`config.mk`:
```
export PLATFORM = sky130hd
export DESIGN_NAME = process_pid_speed_trim
export DESIGN_NICKNAME = d
export VERILOG_FILES = /design/src/process_pid_speed_trim.v
export VERILOG_INCLUDE_DIRS = /design/src
export SDC_FILE = /design/constraint.sdc
export NUM_CORES = 2
export LEC_CHECK = 0
export BUFFER_PORTS_ARGS = -buffer_cell sky130_fd_sc_hd__buf_4
export CAP_MARGIN = 20
export CELL_PAD_IN_SITES_DETAIL_PLACEMENT = 0
export CELL_PAD_IN_SITES_GLOBAL_PLACEMENT = 1
export CORE_ASPECT_RATIO = 1.4
export CORE_UTILIZATION = 40
export CTS_BUF_LIST = sky130_fd_sc_hd__clkbuf_16
export DETAILED_ROUTE_END_ITERATION = 12
export PLACE_DENSITY_LB_ADDON = 0.15
export RECOVER_POWER = 25
export SLEW_MARGIN = 15
export SYNTH_ARGS = -nofsm -noshare
export SYNTH_HDL_FRONTEND = slang
export SYNTH_SLANG_ARGS = --single-unit
```
`constraint.sdc`:
```
create_clock -name clock -period 46.8 [get_ports clock]
set_input_delay 11.7 -clock clock [delete_from_list [all_inputs] [get_ports clock]]
set_output_delay 11.7 -clock clock [all_outputs]
set_load 0.02 [all_outputs]
```
`src/pid_trim_consts.vh`:
```
// Constants for the process PID speed trim block.
// Assumes a 100 MHz clock and a plain register port with 32-bit data.
`ifndef PID_TRIM_CONSTS_VH
`define PID_TRIM_CONSTS_VH
// Register offsets (byte addresses)
`define REG_CTRL 8'h00
`define REG_SETPOINT_CMD 8'h04
`define REG_ADJ_LIMIT 8'h08
`define REG_TOLERANCE 8'h0c
`define REG_PROP_GAIN 8'h10
`define REG_INTG_GAIN 8'h14
`define REG_INTG_LIMIT 8'h18
`define REG_DIFF_GAIN 8'h1c
`define REG_ADJ_BAND 8'h20
`define REG_SLEEP_BAND 8'h24
`define REG_FILTER 8'h28
`define REG_OFFSET 8'h2c
`define REG_OUT_GAIN 8'h30
`define REG_STATUS 8'h34
`define REG_CORRECTION 8'h38
`define REG_ERROR 8'h3c
// Control fields
`define CTRL_TYPE_LSB 0
`define CTRL_SRC_BIT 2
`define CTRL_PROFILE_BIT 3
`define TYPE_NONE 2'h0
`define TYPE_FORWARD 2'h1
`define TYPE_REVERSE 2'h2
// Reset values
`define CTRL_RESET 32'h0000_0000
`define GAIN_RESET 16'h0100
// Timing
`define CLOCK_HZ 100000000
`define TICK_US 100
`define TICK_CYCLES (`TICK_US * (`CLOCK_HZ / 1000000))
`define SLEEP_S 5
`define SLEEP_TICKS (`SLEEP_S * (1000000 / `TICK_US))
`endif

```
`src/process_pid_speed_trim.v`:
```
// Process PID speed trim: error, PID terms, limit, filter, offset, gain.
// Assumes feedback and setpoint inputs are synchronous to clock; values are
// signed Q8.8 percent of range, gains Q8.8 unsigned.
// Summary of operation
// - Type none: PID off, feedforward passes
// - Forward acting: error is setpoint minus feedback
// - Reverse acting: error is feedback minus setpoint
// - Limit correction magnitude to adjust limit
// - Fixed source uses stored setpoint command
// - Setpoint command is percent of feedback range
// - In-range output when error within tolerance
// - Proportional term is gain times error
// - Integral accumulates gain times error
// - Clamp integrator to integrator limit
// - Differential term from error change
// - Profile adjust enable gates group selection
// - Group 1 inside band, group 2 outside
// - Sleep after five seconds inside band
// - Leave sleep when error leaves band
// - Zero sleep band disables sleep
// - Low-pass filter the PID output
// - Add offset to PID output
// - Multiply PID output by output gain
//
// Added by the designer: the register addresses and the plain strobed port.
`timescale 1ns/1ps
`include "pid_trim_consts.vh"

module process_pid_speed_trim #(
	parameter TICK_CYCLES = `TICK_CYCLES,
	parameter SLEEP_TICKS = `SLEEP_TICKS
) (
	input wire clock,
	input wire reset,
	input wire [7:0] addr,
	input wire [31:0] wdata,
	input wire wr,
	input wire rd,
	output reg [31:0] rdata_ff,
	input wire signed [15:0] setpoint_in,
	input wire signed [15:0] feedback_in,
	input wire signed [15:0] feedforward_in,
	output reg signed [15:0] speed_cmd_ff,
	output reg in_range_ff,
	output reg accel_group2_ff,
	output reg sleep_ff,
	output reg tick_ff
);

////////////////////////////////////////////////////////////////////////////////
// Registers
reg [3:0] ctrl_ff;
reg signed [15:0] sp_cmd_ff;
reg [15:0] adj_limit_ff, tol_ff, kp_ff, ki_ff, ilim_ff, kd_ff;
reg [15:0] band_ff, sleep_band_ff, out_gain_ff;
reg [3:0] filt_ff;
reg signed [15:0] offset_ff;

always @(posedge clock or posedge reset) begin
	if (reset) begin
		ctrl_ff <= 4'h0;
		sp_cmd_ff <= 16'h0000;
		adj_limit_ff <= 16'h6400;
		tol_ff <= 16'h0000;
		kp_ff <= `GAIN_RESET;
		ki_ff <= 16'h0000;
		ilim_ff <= 16'h6400;
		kd_ff <= 16'h0000;
		band_ff <= 16'h0000;
		sleep_band_ff <= 16'h0000;
		filt_ff <= 4'h0;
		offset_ff <= 16'h0000;
		out_gain_ff <= `GAIN_RESET;
	end else if (wr) begin
		case (addr)
		`REG_CTRL: ctrl_ff <= wdata[3:0];
		`REG_SETPOINT_CMD: sp_cmd_ff <= wdata[15:0];
		`REG_ADJ_LIMIT: adj_limit_ff <= wdata[15:0];
		`REG_TOLERANCE: tol_ff <= wdata[15:0];
		`REG_PROP_GAIN: kp_ff <= wdata[15:0];
		`REG_INTG_GAIN: ki_ff <= wdata[15:0];
		`REG_INTG_LIMIT: ilim_ff <= wdata[15:0];
		`REG_DIFF_GAIN: kd_ff <= wdata[15:0];
		`REG_ADJ_BAND: band_ff <= wdata[15:0];
		`REG_SLEEP_BAND: sleep_band_ff <= wdata[15:0];
		`REG_FILTER: filt_ff <= wdata[3:0];
		`REG_OFFSET: offset_ff <= wdata[15:0];
		`REG_OUT_GAIN: out_gain_ff <= wdata[15:0];
		default: ;
		endcase
	end
end

wire [1:0] ptype = ctrl_ff[`CTRL_TYPE_LSB +: 2];
wire pid_on = (ptype == `TYPE_FORWARD) || (ptype == `TYPE_REVERSE);

////////////////////////////////////////////////////////////////////////////////
// Update tick
reg [31:0] tick_cnt_ff;
wire tick = (tick_cnt_ff == TICK_CYCLES - 1);

always @(posedge clock or posedge reset) begin
	if (reset) begin
		tick_cnt_ff <= 32'h0;
		tick_ff <= 1'b0;
	end else begin
		tick_cnt_ff <= tick ? 32'h0 : tick_cnt_ff + 32'h1;
		tick_ff <= tick;
	end
end

////////////////////////////////////////////////////////////////////////////////
// Error and its magnitude
// Setpoint command is already in percent of feedback range
wire signed [15:0] setpoint = ctrl_ff[`CTRL_SRC_BIT] ? sp_cmd_ff : setpoint_in;
wire signed [16:0] diff_fw = {setpoint[15], setpoint} - {feedback_in[15], feedback_in};
wire signed [16:0] diff_rv = {feedback_in[15], feedback_in} - {setpoint[15], setpoint};
wire signed [16:0] err_raw = (ptype == `TYPE_REVERSE) ? diff_rv : diff_fw;
// Saturate to 16 bits so a full-scale swing cannot wrap
wire signed [15:0] err_now = (err_raw > 17'sd32767) ? 16'sh7fff :
	(err_raw < -17'sd32767) ? 16'sh8001 : err_raw[15:0];

reg signed [15:0] err_ff, prev_err_ff;
wire [15:0] err_mag = err_ff[15] ? (~err_ff + 16'h1) : err_ff;

////////////////////////////////////////////////////////////////////////////////
// PID terms
reg signed [31:0] integ_ff;
wire signed [31:0] p_term = err_now * $signed({1'b0, kp_ff});
wire signed [31:0] i_step = err_now * $signed({1'b0, ki_ff});
wire signed [16:0] d_err = {err_now[15], err_now} - {prev_err_ff[15], prev_err_ff};
wire signed [33:0] d_term = d_err * $signed({1'b0, kd_ff});
wire signed [31:0] ilim = {8'h00, ilim_ff, 8'h00};
wire signed [32:0] i_sum = {integ_ff[31], integ_ff} + {i_step[31], i_step};
wire signed [32:0] ilim_w = {ilim[31], ilim};
wire signed [31:0] i_next = (i_sum > ilim_w) ? ilim :
	(i_sum < -ilim_w) ? -ilim : i_sum[31:0];

// Sum in Q16.16 then back to Q8.8
wire signed [35:0] pid_sum = {{4{p_term[31]}}, p_term} + {{4{i_next[31]}}, i_next}
	+ {{2{d_term[33]}}, d_term};
wire signed [27:0] pid_q8 = pid_sum[35:8];
wire signed [27:0] lim = {12'h000, adj_limit_ff};
wire signed [15:0] pid_lim = (pid_q8 > lim) ? lim[15:0] :
	(pid_q8 < -lim) ? -lim[15:0] : pid_q8[15:0];

////////////////////////////////////////////////////////////////////////////////
// Filter, offset and gain
reg signed [31:0] filt_acc_ff;
wire signed [15:0] filt_out = filt_acc_ff[31:16];
wire signed [31:0] filt_in = {pid_lim, 16'h0000};
wire signed [31:0] filt_step = (filt_in - filt_acc_ff) >>> filt_ff;
wire signed [16:0] with_off = {filt_out[15], filt_out} + {offset_ff[15], offset_ff};
wire signed [33:0] scaled = with_off * $signed({1'b0, out_gain_ff});
wire signed [25:0] trim_w = scaled[33:8];
wire signed [15:0] trim = (trim_w > 26'sd32767) ? 16'sh7fff :
	(trim_w < -26'sd32767) ? 16'sh8001 : trim_w[15:0];
wire signed [16:0] cmd_sum = {feedforward_in[15], feedforward_in} + {trim[15], trim};
wire signed [15:0] cmd_sat = (cmd_sum > 17'sd32767) ? 16'sh7fff :
	(cmd_sum < -17'sd32767) ? 16'sh8001 : cmd_sum[15:0];

////////////////////////////////////////////////////////////////////////////////
// Sleep state machine
localparam S_RUN = 1'b0;
localparam S_SLEEP = 1'b1;
reg state_ff;
reg [31:0] dwell_ff;
wire in_sleep_band = (sleep_band_ff != 16'h0000) && (err_mag <= sleep_band_ff);

always @(posedge clock or posedge reset) begin
	if (reset) begin
		err_ff <= 16'h0000;
		prev_err_ff <= 16'h0000;
		integ_ff <= 32'h0;
		filt_acc_ff <= 32'h0;
		dwell_ff <= 32'h0;
		state_ff <= S_RUN;
	end else begin
		if (tick) begin
			err_ff <= err_now;
			prev_err_ff <= err_now;
			// Integrator holds while PID is off or asleep to avoid windup
			if (pid_on && state_ff == S_RUN)
				integ_ff <= i_next;
			filt_acc_ff <= pid_on ? filt_acc_ff + filt_step : 32'h0;
		end
		case (state_ff)
		S_RUN: begin
			if (!in_sleep_band || !pid_on)
				dwell_ff <= 32'h0;
			else if (tick) begin
				if (dwell_ff >= SLEEP_TICKS - 1) begin
					state_ff <= S_SLEEP;
					dwell_ff <= 32'h0;
				end else
					dwell_ff <= dwell_ff + 32'h1;
			end
		end
		S_SLEEP: begin
			if (!in_sleep_band || !pid_on)
				state_ff <= S_RUN;
		end
		default: state_ff <= S_RUN;
		endcase
	end
end

////////////////////////////////////////////////////////////////////////////////
// Outputs
always @(posedge clock or posedge reset) begin
	if (reset) begin
		speed_cmd_ff <= 16'h0000;
		in_range_ff <= 1'b0;
		accel_group2_ff <= 1'b0;
		sleep_ff <= 1'b0;
	end else begin
		if (state_ff == S_SLEEP)
			speed_cmd_ff <= 16'h0000;
		else if (pid_on)
			speed_cmd_ff <= cmd_sat;
		else
			speed_cmd_ff <= feedforward_in;
		in_range_ff <= pid_on && (err_mag <= tol_ff);
		accel_group2_ff <= pid_on && ctrl_ff[`CTRL_PROFILE_BIT] && (err_mag > band_ff);
		sleep_ff <= (state_ff == S_SLEEP);
	end
end

// Read port; unmapped addresses read zero
always @(posedge clock or posedge reset) begin
	if (reset)
		rdata_ff <= 32'h0;
	else if (rd) begin
		case (addr)
		`REG_CTRL: rdata_ff <= {28'h0, ctrl_ff};
		`REG_SETPOINT_CMD: rdata_ff <= {16'h0, sp_cmd_ff};
		`REG_ADJ_LIMIT: rdata_ff <= {16'h0, adj_limit_ff};
		`REG_TOLERANCE: rdata_ff <= {16'h0, tol_ff};
		`REG_PROP_GAIN: rdata_ff <= {16'h0, kp_ff};
		`REG_INTG_GAIN: rdata_ff <= {16'h0, ki_ff};
		`REG_INTG_LIMIT: rdata_ff <= {16'h0, ilim_ff};
		`REG_DIFF_GAIN: rdata_ff <= {16'h0, kd_ff};
		`REG_ADJ_BAND: rdata_ff <= {16'h0, band_ff};
		`REG_SLEEP_BAND: rdata_ff <= {16'h0, sleep_band_ff};
		`REG_FILTER: rdata_ff <= {28'h0, filt_ff};
		`REG_OFFSET: rdata_ff <= {16'h0, offset_ff};
		`REG_OUT_GAIN: rdata_ff <= {16'h0, out_gain_ff};
		`REG_STATUS: rdata_ff <= {29'h0, sleep_ff, accel_group2_ff, in_range_ff};
		`REG_CORRECTION: rdata_ff <= {16'h0, filt_out};
		`REG_ERROR: rdata_ff <= {16'h0, err_ff};
		default: rdata_ff <= 32'h0;
		endcase
	end else
		rdata_ff <= 32'h0;
end

endmodule // process_pid_speed_trim

```
### Word level (Yosys, flattened, before mapping)

Cells that the tools add are included.

| cells by class | value |
|---|---|
| add/subtract/negate cells | 17 |
| reductions and logical operators | 27 |
| bitwise logic cells | 2 |
| muxes and demuxes | 27 |
| magnitude comparators | 14 |
| $mul | 4 |
| eq/ne operators | 18 |
| shift operators | 1 |

Operator list:

| operator | number |
|---|---|
| $mux W32 | 8 |
| $pmux W16 S16 | 1 |
| $mux W16 | 12 |
| $mul A17 B17 Y34 | 2 |
| $add A32 B32 Y33 | 2 |
| $add A32 B1 Y32 const B | 2 |
| $eq A8 B6 Y1 const B | 8 |
| $mul A16 B17 Y32 | 2 |
| $sub A16 B16 Y17 | 3 |
| $add A33 B34 Y35 | 1 |
| $add A16 B16 Y17 | 2 |
| $gt A17 B16 Y1 const B | 2 |
| $lt A17 B16 Y1 const B | 2 |
| $gt A33 B25 Y1 | 1 |
| $lt A33 B33 Y1 | 1 |
| $neg A24 Y33 | 1 |
| $add A32 B32 Y32 | 1 |
| $eq A32 B14 Y1 const B | 1 |
| $eq A8 B5 Y1 const B | 4 |
| $ge A32 B16 Y1 const B | 1 |
| $le A16 B16 Y1 | 2 |
| $neg A24 Y32 | 1 |
| $sshr A32 B4 Y32 | 1 |
| $sub A32 B32 Y32 | 1 |
| 24 further kinds | 48 |

| storage, ports and cells | value |
|---|---|
| output and inout bits | 52 |
| register bits | 381 |

### Depth between registers and ports, before layout

| depth | value |
|---|---|
| depth after elaboration | 20 |
| mapped depth | 145 |
| gate-level depth less buffers | 136 |

### Worst setup path after synthesis

Ideal clock, no wire load.

| timing | value |
|---|---|
| path kind | input-to-reg |
| start point | input port setpoint_in[0] |
| end point | register filt_acc_ff[31] |
| stages | 136 |
| slack | 9.956 ns |
| setup time | 0.126 ns |
| arrival | 36.718 ns |
| buffers on the path | 8 |
| cell sequence | mux2i_1 -> ha_1 -> inv_1 -> fa_1 -> a21o_1 -> a21o_1 -> a21o_1 -> a21oi_1 -> o21ai_0 -> a21oi_1 -> nor2b_1 -> o21ai_0 -> nand2b_1 -> a211oi_1 -> a21oi_1 -> xnor2_1 -> inv_1 -> o41ai_1 -> [100 not listed] -> a21oi_1 -> xnor2_1 -> a21oi_1 -> mux2i_1 -> mux2i_1 -> mux2i_1 -> ha_1 -> or3_1 -> a211oi_1 -> o311ai_0 -> a21oi_1 -> o21bai_1 -> a211oi_1 -> o21bai_1 -> a21oi_1 -> o21ai_0 -> xor2_1 -> a221o_1 |

| between the ends | value |
|---|---|
| word-level cells in the longest chain between the ends | 20 |
| elaborated cells on any way between the ends | 27 |
| those cells by class | 8 x add/sub; 3 x mul; 6 x order compare; 1 x shift; 9 x mux |

Ends and longest elaborated chain:

| what | line | source |
|---|---|---|
| start: declaration | process_pid_speed_trim.v:40 | `input wire signed [15:0] setpoint_in,` |
| $mux W16 (*) | process_pid_speed_trim.v:115 | `` wire signed [15:0] setpoint = ctrl_ff[`CTRL_SRC_BIT] ? sp_cmd_ff : setpoint_in; `` |
| $sub A16 B16 Y17, on equally long branches | process_pid_speed_trim.v:116, process_pid_speed_trim.v:117 |  |
| $mux W17 (*) | process_pid_speed_trim.v:118 | `` wire signed [16:0] err_raw = (ptype == `TYPE_REVERSE) ? diff_rv : diff_fw; `` |
| $lt A17 B16 Y1 | process_pid_speed_trim.v:121 | `(err_raw < -17'sd32767) ? 16'sh8001 : err_raw[15:0];` |
| $mux W16 | process_pid_speed_trim.v:121 |  |
| $mux W16 (*) | process_pid_speed_trim.v:120 | `wire signed [15:0] err_now = (err_raw > 17'sd32767) ? 16'sh7fff :` |
| $mul A16 B17 Y32 (*) | process_pid_speed_trim.v:130 | `wire signed [31:0] i_step = err_now * $signed({1'b0, ki_ff});` |
| $add A32 B32 Y33 (*) | process_pid_speed_trim.v:134 | `wire signed [32:0] i_sum = {integ_ff[31], integ_ff} + {i_step[31], i_step};` |
| [3 not listed] | -- |  |
| net i_next[20] | process_pid_speed_trim.v:136 | `wire signed [31:0] i_next = (i_sum > ilim_w) ? ilim :` |
| [1 not listed] | -- |  |
| $add A33 B34 Y35 (*) | process_pid_speed_trim.v:141 | `+ {{2{d_term[33]}}, d_term};` |
| $lt A27 B28 Y1 | process_pid_speed_trim.v:145 | `(pid_q8 < -lim) ? -lim[15:0] : pid_q8[15:0];` |
| $mux W16 | process_pid_speed_trim.v:145 |  |
| $mux W16 (*) | process_pid_speed_trim.v:144 | `wire signed [15:0] pid_lim = (pid_q8 > lim) ? lim[15:0] :` |
| $sub A32 B32 Y32 (*) | process_pid_speed_trim.v:152 | `wire signed [31:0] filt_step = (filt_in - filt_acc_ff) >>> filt_ff;` |
| $sshr A32 B4 Y32 (*) | process_pid_speed_trim.v:152 |  |
| $add A32 B32 Y32 (*) | process_pid_speed_trim.v:185 | `filt_acc_ff <= pid_on ? filt_acc_ff + filt_step : 32'h0;` |
| $mux W32 (*) | process_pid_speed_trim.v:185 |  |
| end signal: assignment | process_pid_speed_trim.v:185 |  |
| end: declaration | process_pid_speed_trim.v:149 | `reg signed [31:0] filt_acc_ff;` |

Mark *: on every way through the listed nets, which the timed path passes. The rest lies on a longest branch.
A chain may end at the register's enable or synchronous reset.

### Worst setup path in the final report

Same ends and word-level chain as after synthesis.

==> summary.txt <==
run status: finished, violations left
violated checks: max-capacitance violations, max-slew violations
Worst Hold Class: flip-flop to flip-flop
Comb power frac: 86.3%
R2R Path End: filt_acc_ff[31]
Post-synth EDFFs: 0
clock sink count: 365
Synth Area in XOR/XNOR: 4.17%
fmax: 23.1 MHz
I/O pin cnt: 144
final setup violation count: 0
Cells after Synth: 7662
gr usage total: 27.0%
Power Total: 5.42 mW
Die ar.: 174000 µm²
Starting Density: 40.4%
Int Power: 2.30 mW
DRT Pass-1 Iters: 7
Layout area overhead: 7.39%
setup TNS: 0 ns
CTS hold repair buffers: 0
grt ovf: 0
WP buf/inv: 10
# nets final: 9459
Worst path max stage delay: 0.87 ns
setup slack, reg-to-reg: 13.76 ns
CP arrival: 43.82 ns
CTS tree: yes
Critical Path Start: setpoint_in[0]
Post-synth top flop: dfrtp_1
post_cts resized: 0
Leak Pwr: 36.3 nW
Worst Skew: 0.0160 ns
Worst Path Required: 47.33 ns
area post-placement: 72500 µm²
core area: 170000 µm²
synth warn: 0
Clk pin slew, worst setup/hold paths: 0.07 ns
Setup crit end kind: flip-flop
Post-synth ARST share: 100%
adder-cell share of the synthesized area: 42.8%
Finished Cell Area: 74000 µm²
clk buf depth: 3
DRC: 0
CP Class: primary input to flip-flop
# H-tree levels: 2
post-layout min period: 43.29 ns
Clock Latency Late Sink: 0.65 ns
crit-path leading delay family: compound AO/OA/AOI/OAI gates
synthesized area: 68900 µm²
compound-cell area share of the yosys netlist: 10.8%
pwr dens: 73.2 nW/µm²
WP depth: 125
Post-Synth Simple-Gate Area: 14.4%
wirelength, routed: 231 mm
Routed Antenna Nets: 0
CP Max Fanout: 34
Root Driver: clkbuf_16
Switching Share: 57.6%
RR Startpoint: ctrl_ff[2]
worst rel slew slack: -454%
die width: 353 µm
layout cell share with drive strength beyond 1: 7.91%
MaxCap Viol Count: 6
initial antenna violation count: 8
Seq pwr share: 6.6%
post-synthesis sequential area ratio: 13.3%
post-DR wirelength/cell: 23.3 µm
count of different cell masters after synthesis: 97
Tightest Pin Transition: 8.31 ns
DRT iter0 DRCs: 2886
CTS Buf Count: 44
largest net degree at the start of global routing: 151
largest family of logic cells by synthesized area: adder cells
Final Hold Fails: 0
via count: 53800
DP Wirelength: 190 mm
number of setup buffers added after CTS: 0
Critical Path End: filt_acc_ff[31]
Avg Vias per Cell: 5.42
Synth area leaders: fa_1 (30%), dfrtp_1 (13%), ha_1 (13%), inv_1 (7.8%), nand2_1 (4.4%)
crit share post-route: 92.5%
R2R cell count: 125
type of origin of the critical path: primary input
vias in the first global route: 58100
maximum vdd drop: 0.0891 mV
global-route wire length before repair: 356 mm
multiplexer share of the synthesized area: 4.81%
cell accounting for the most synthesized area: fa_1
crit-path most repeated cell: a21oi_1
Yosys top cell area share: 29.9%
syn_area_per_cell: 8.99 µm²
DIE HEIGHT: 493 µm
FF+latch count, synth: 365
fin. max-slew vios: 401
CP max-delay cell: o31ai_2
port buffer count: 111
row count: 179
sw power: 3.12 mW
GPL Wtd Cong: 0.967
unrepaired setup endpoints after global routing: no
clock share of power: 7.0%
[power groups by stage]
stage | combinational, mW | sequential, mW | clock, mW
after global routing | 5.19 | 0.360 | 0.400
after detailed placement | 4.66 | 0.364 | 0
after CTS | 4.70 | 0.359 | 0.391
after floorplan | 3.24 | 0.350 | 0
final | 4.68 | 0.360 | 0.380
after global placement | 4.62 | 0.365 | 0
[synth_stat cells, types with 8 or more instances]
library cell / n
a211oi_1: 32
a21boi_0: 13
a21o_1: 125
a21oi_1: 328
a221oi_1: 53
a222oi_1: 13
a22o_1: 26
a22oi_1: 39
a31oi_1: 61
and2_1: 412
and3_1: 40
and4_1: 12
buf_1: 24
buf_4: 18
clkbuf_1: 296
dfrtp_1: 357
dfstp_2: 8
fa_1: 1029
ha_1: 705
inv_1: 1427
mux2_2: 214
mux2i_1: 86
nand2_1: 802
nand2b_1: 51
nand3_1: 80
nand4_1: 50
nor2_1: 264
nor2b_1: 113
nor3_1: 73
nor4_1: 32
o211ai_1: 19
o21a_1: 40
o21ai_0: 167
o21ai_1: 15
o21bai_1: 54
o22a_1: 8
o22ai_1: 35
o31ai_1: 24
o41ai_1: 10
or2_2: 33
or3_1: 26
or4_1: 11
xnor2_1: 236
xor2_1: 92
[state kept, by name, indices dropped and copies added, names as in the netlist, 4 cells and up]
register / count
sp_cmd_ff: 16
kp_ff: 16
band_ff: 16
filt_acc_ff: 32
integ_ff: 32
out_gain_ff: 16
tol_ff: 16
offset_ff: 16
kd_ff: 16
ilim_ff: 16
speed_cmd_ff: 16
sleep_band_ff: 16
prev_err_ff: 16
adj_limit_ff: 16
tick_cnt_ff: 32
ctrl_ff: 4
ki_ff: 16
rdata_ff: 16
filt_ff: 4
dwell_ff: 32
[worst min path at each step]
stage | start | endpoint | slack [ns] | cells past startpoint
after detailed placement | tick_cnt_ff[0] | tick_cnt_ff[0] | 0.45 | 1
after floorplan | state_ff | sleep_ff | 0.37 | 0
final | tick_cnt_ff[0] | tick_cnt_ff[0] | 0.46 | 1
after global routing | tick_cnt_ff[0] | tick_cnt_ff[0] | 0.48 | 1
after global placement | tick_cnt_ff[0] | tick_cnt_ff[0] | 0.45 | 1
after CTS | tick_cnt_ff[0] | tick_cnt_ff[0] | 0.46 | 1
[metrics by stage]
| step | utilization, % | setup slack [ns] | instances | hold slack [ns] |
|---|---|---|---|---|
| after global routing | 43.4 | 1.36 | 9931 | 0.478 |
| after floorplan | - | 9.96 | 7677 | 0.373 |
| final | 43.4 | 3.51 | 9934 | 0.456 |
| after global placement | 42.5 | 3.03 | 9847 | 0.445 |
| after CTS | 43.4 | 3.47 | 9929 | 0.459 |
| after detailed placement | 42.5 | 2.93 | 9847 | 0.451 |
[final cells by class]
cell class,count,area [µm²]
clock inverters,38,458
inverters,1430,5370
fillers,17000,96400
clock buffers,44,1100
well taps,2262,2830
diodes,3,7.51
repair buffers,251,1870
multi-input cells,5541,53200
flip-flops and latches,365,9140
[kinds of logic (layout without fill, tap and decap cells)]
kind of cell / after synthesis / count (layout)
other cells: 1 / 19
buf+inv: 1771 / 1763
fa+ha+maj: 1739 / 1739
simple gates: 2025 / 2025
mux: 302 / 302
xor+xnor: 328 / 328
compound gates: 1131 / 1131
flops: 365 / 365
[metal layers]
metal / vias to the layer above / track usage [%] / wire length, µm
met5: - / 0 / 0
met4: 0 / 14.6 / 14700
met3: 463 / 2.56 / 8980
met2: 1228 / 50.5 / 122000
met1: 27600 / 30.0 / 85000
li1: 24500 / - / -
[placed cells by master, fill, tap and decap left out, types with 33 or more instances in the layout]
master,Yosys,layout
inv_1,1427,1434
fa_1,1029,1029
nand2_1,802,802
ha_1,705,705
and2_1,412,411
dfrtp_1,357,357
a21oi_1,328,328
nor2_1,264,264
buf_4,18,241
xnor2_1,236,236
mux2_2,214,214
o21ai_0,167,167
a21o_1,125,125
nor2b_1,113,113
xor2_1,92,92
mux2i_1,86,85
nand3_1,80,80
nor3_1,73,72
a31oi_1,61,61
o21bai_1,54,54
a221oi_1,53,53
nand2b_1,51,51
nand4_1,50,50
clkbuf_16,0,44
o21a_1,40,40
and3_1,40,39
a22oi_1,39,39
o22ai_1,35,35
or2_2,33,33
No activity file was read; power rests on OpenSTA's default activity.
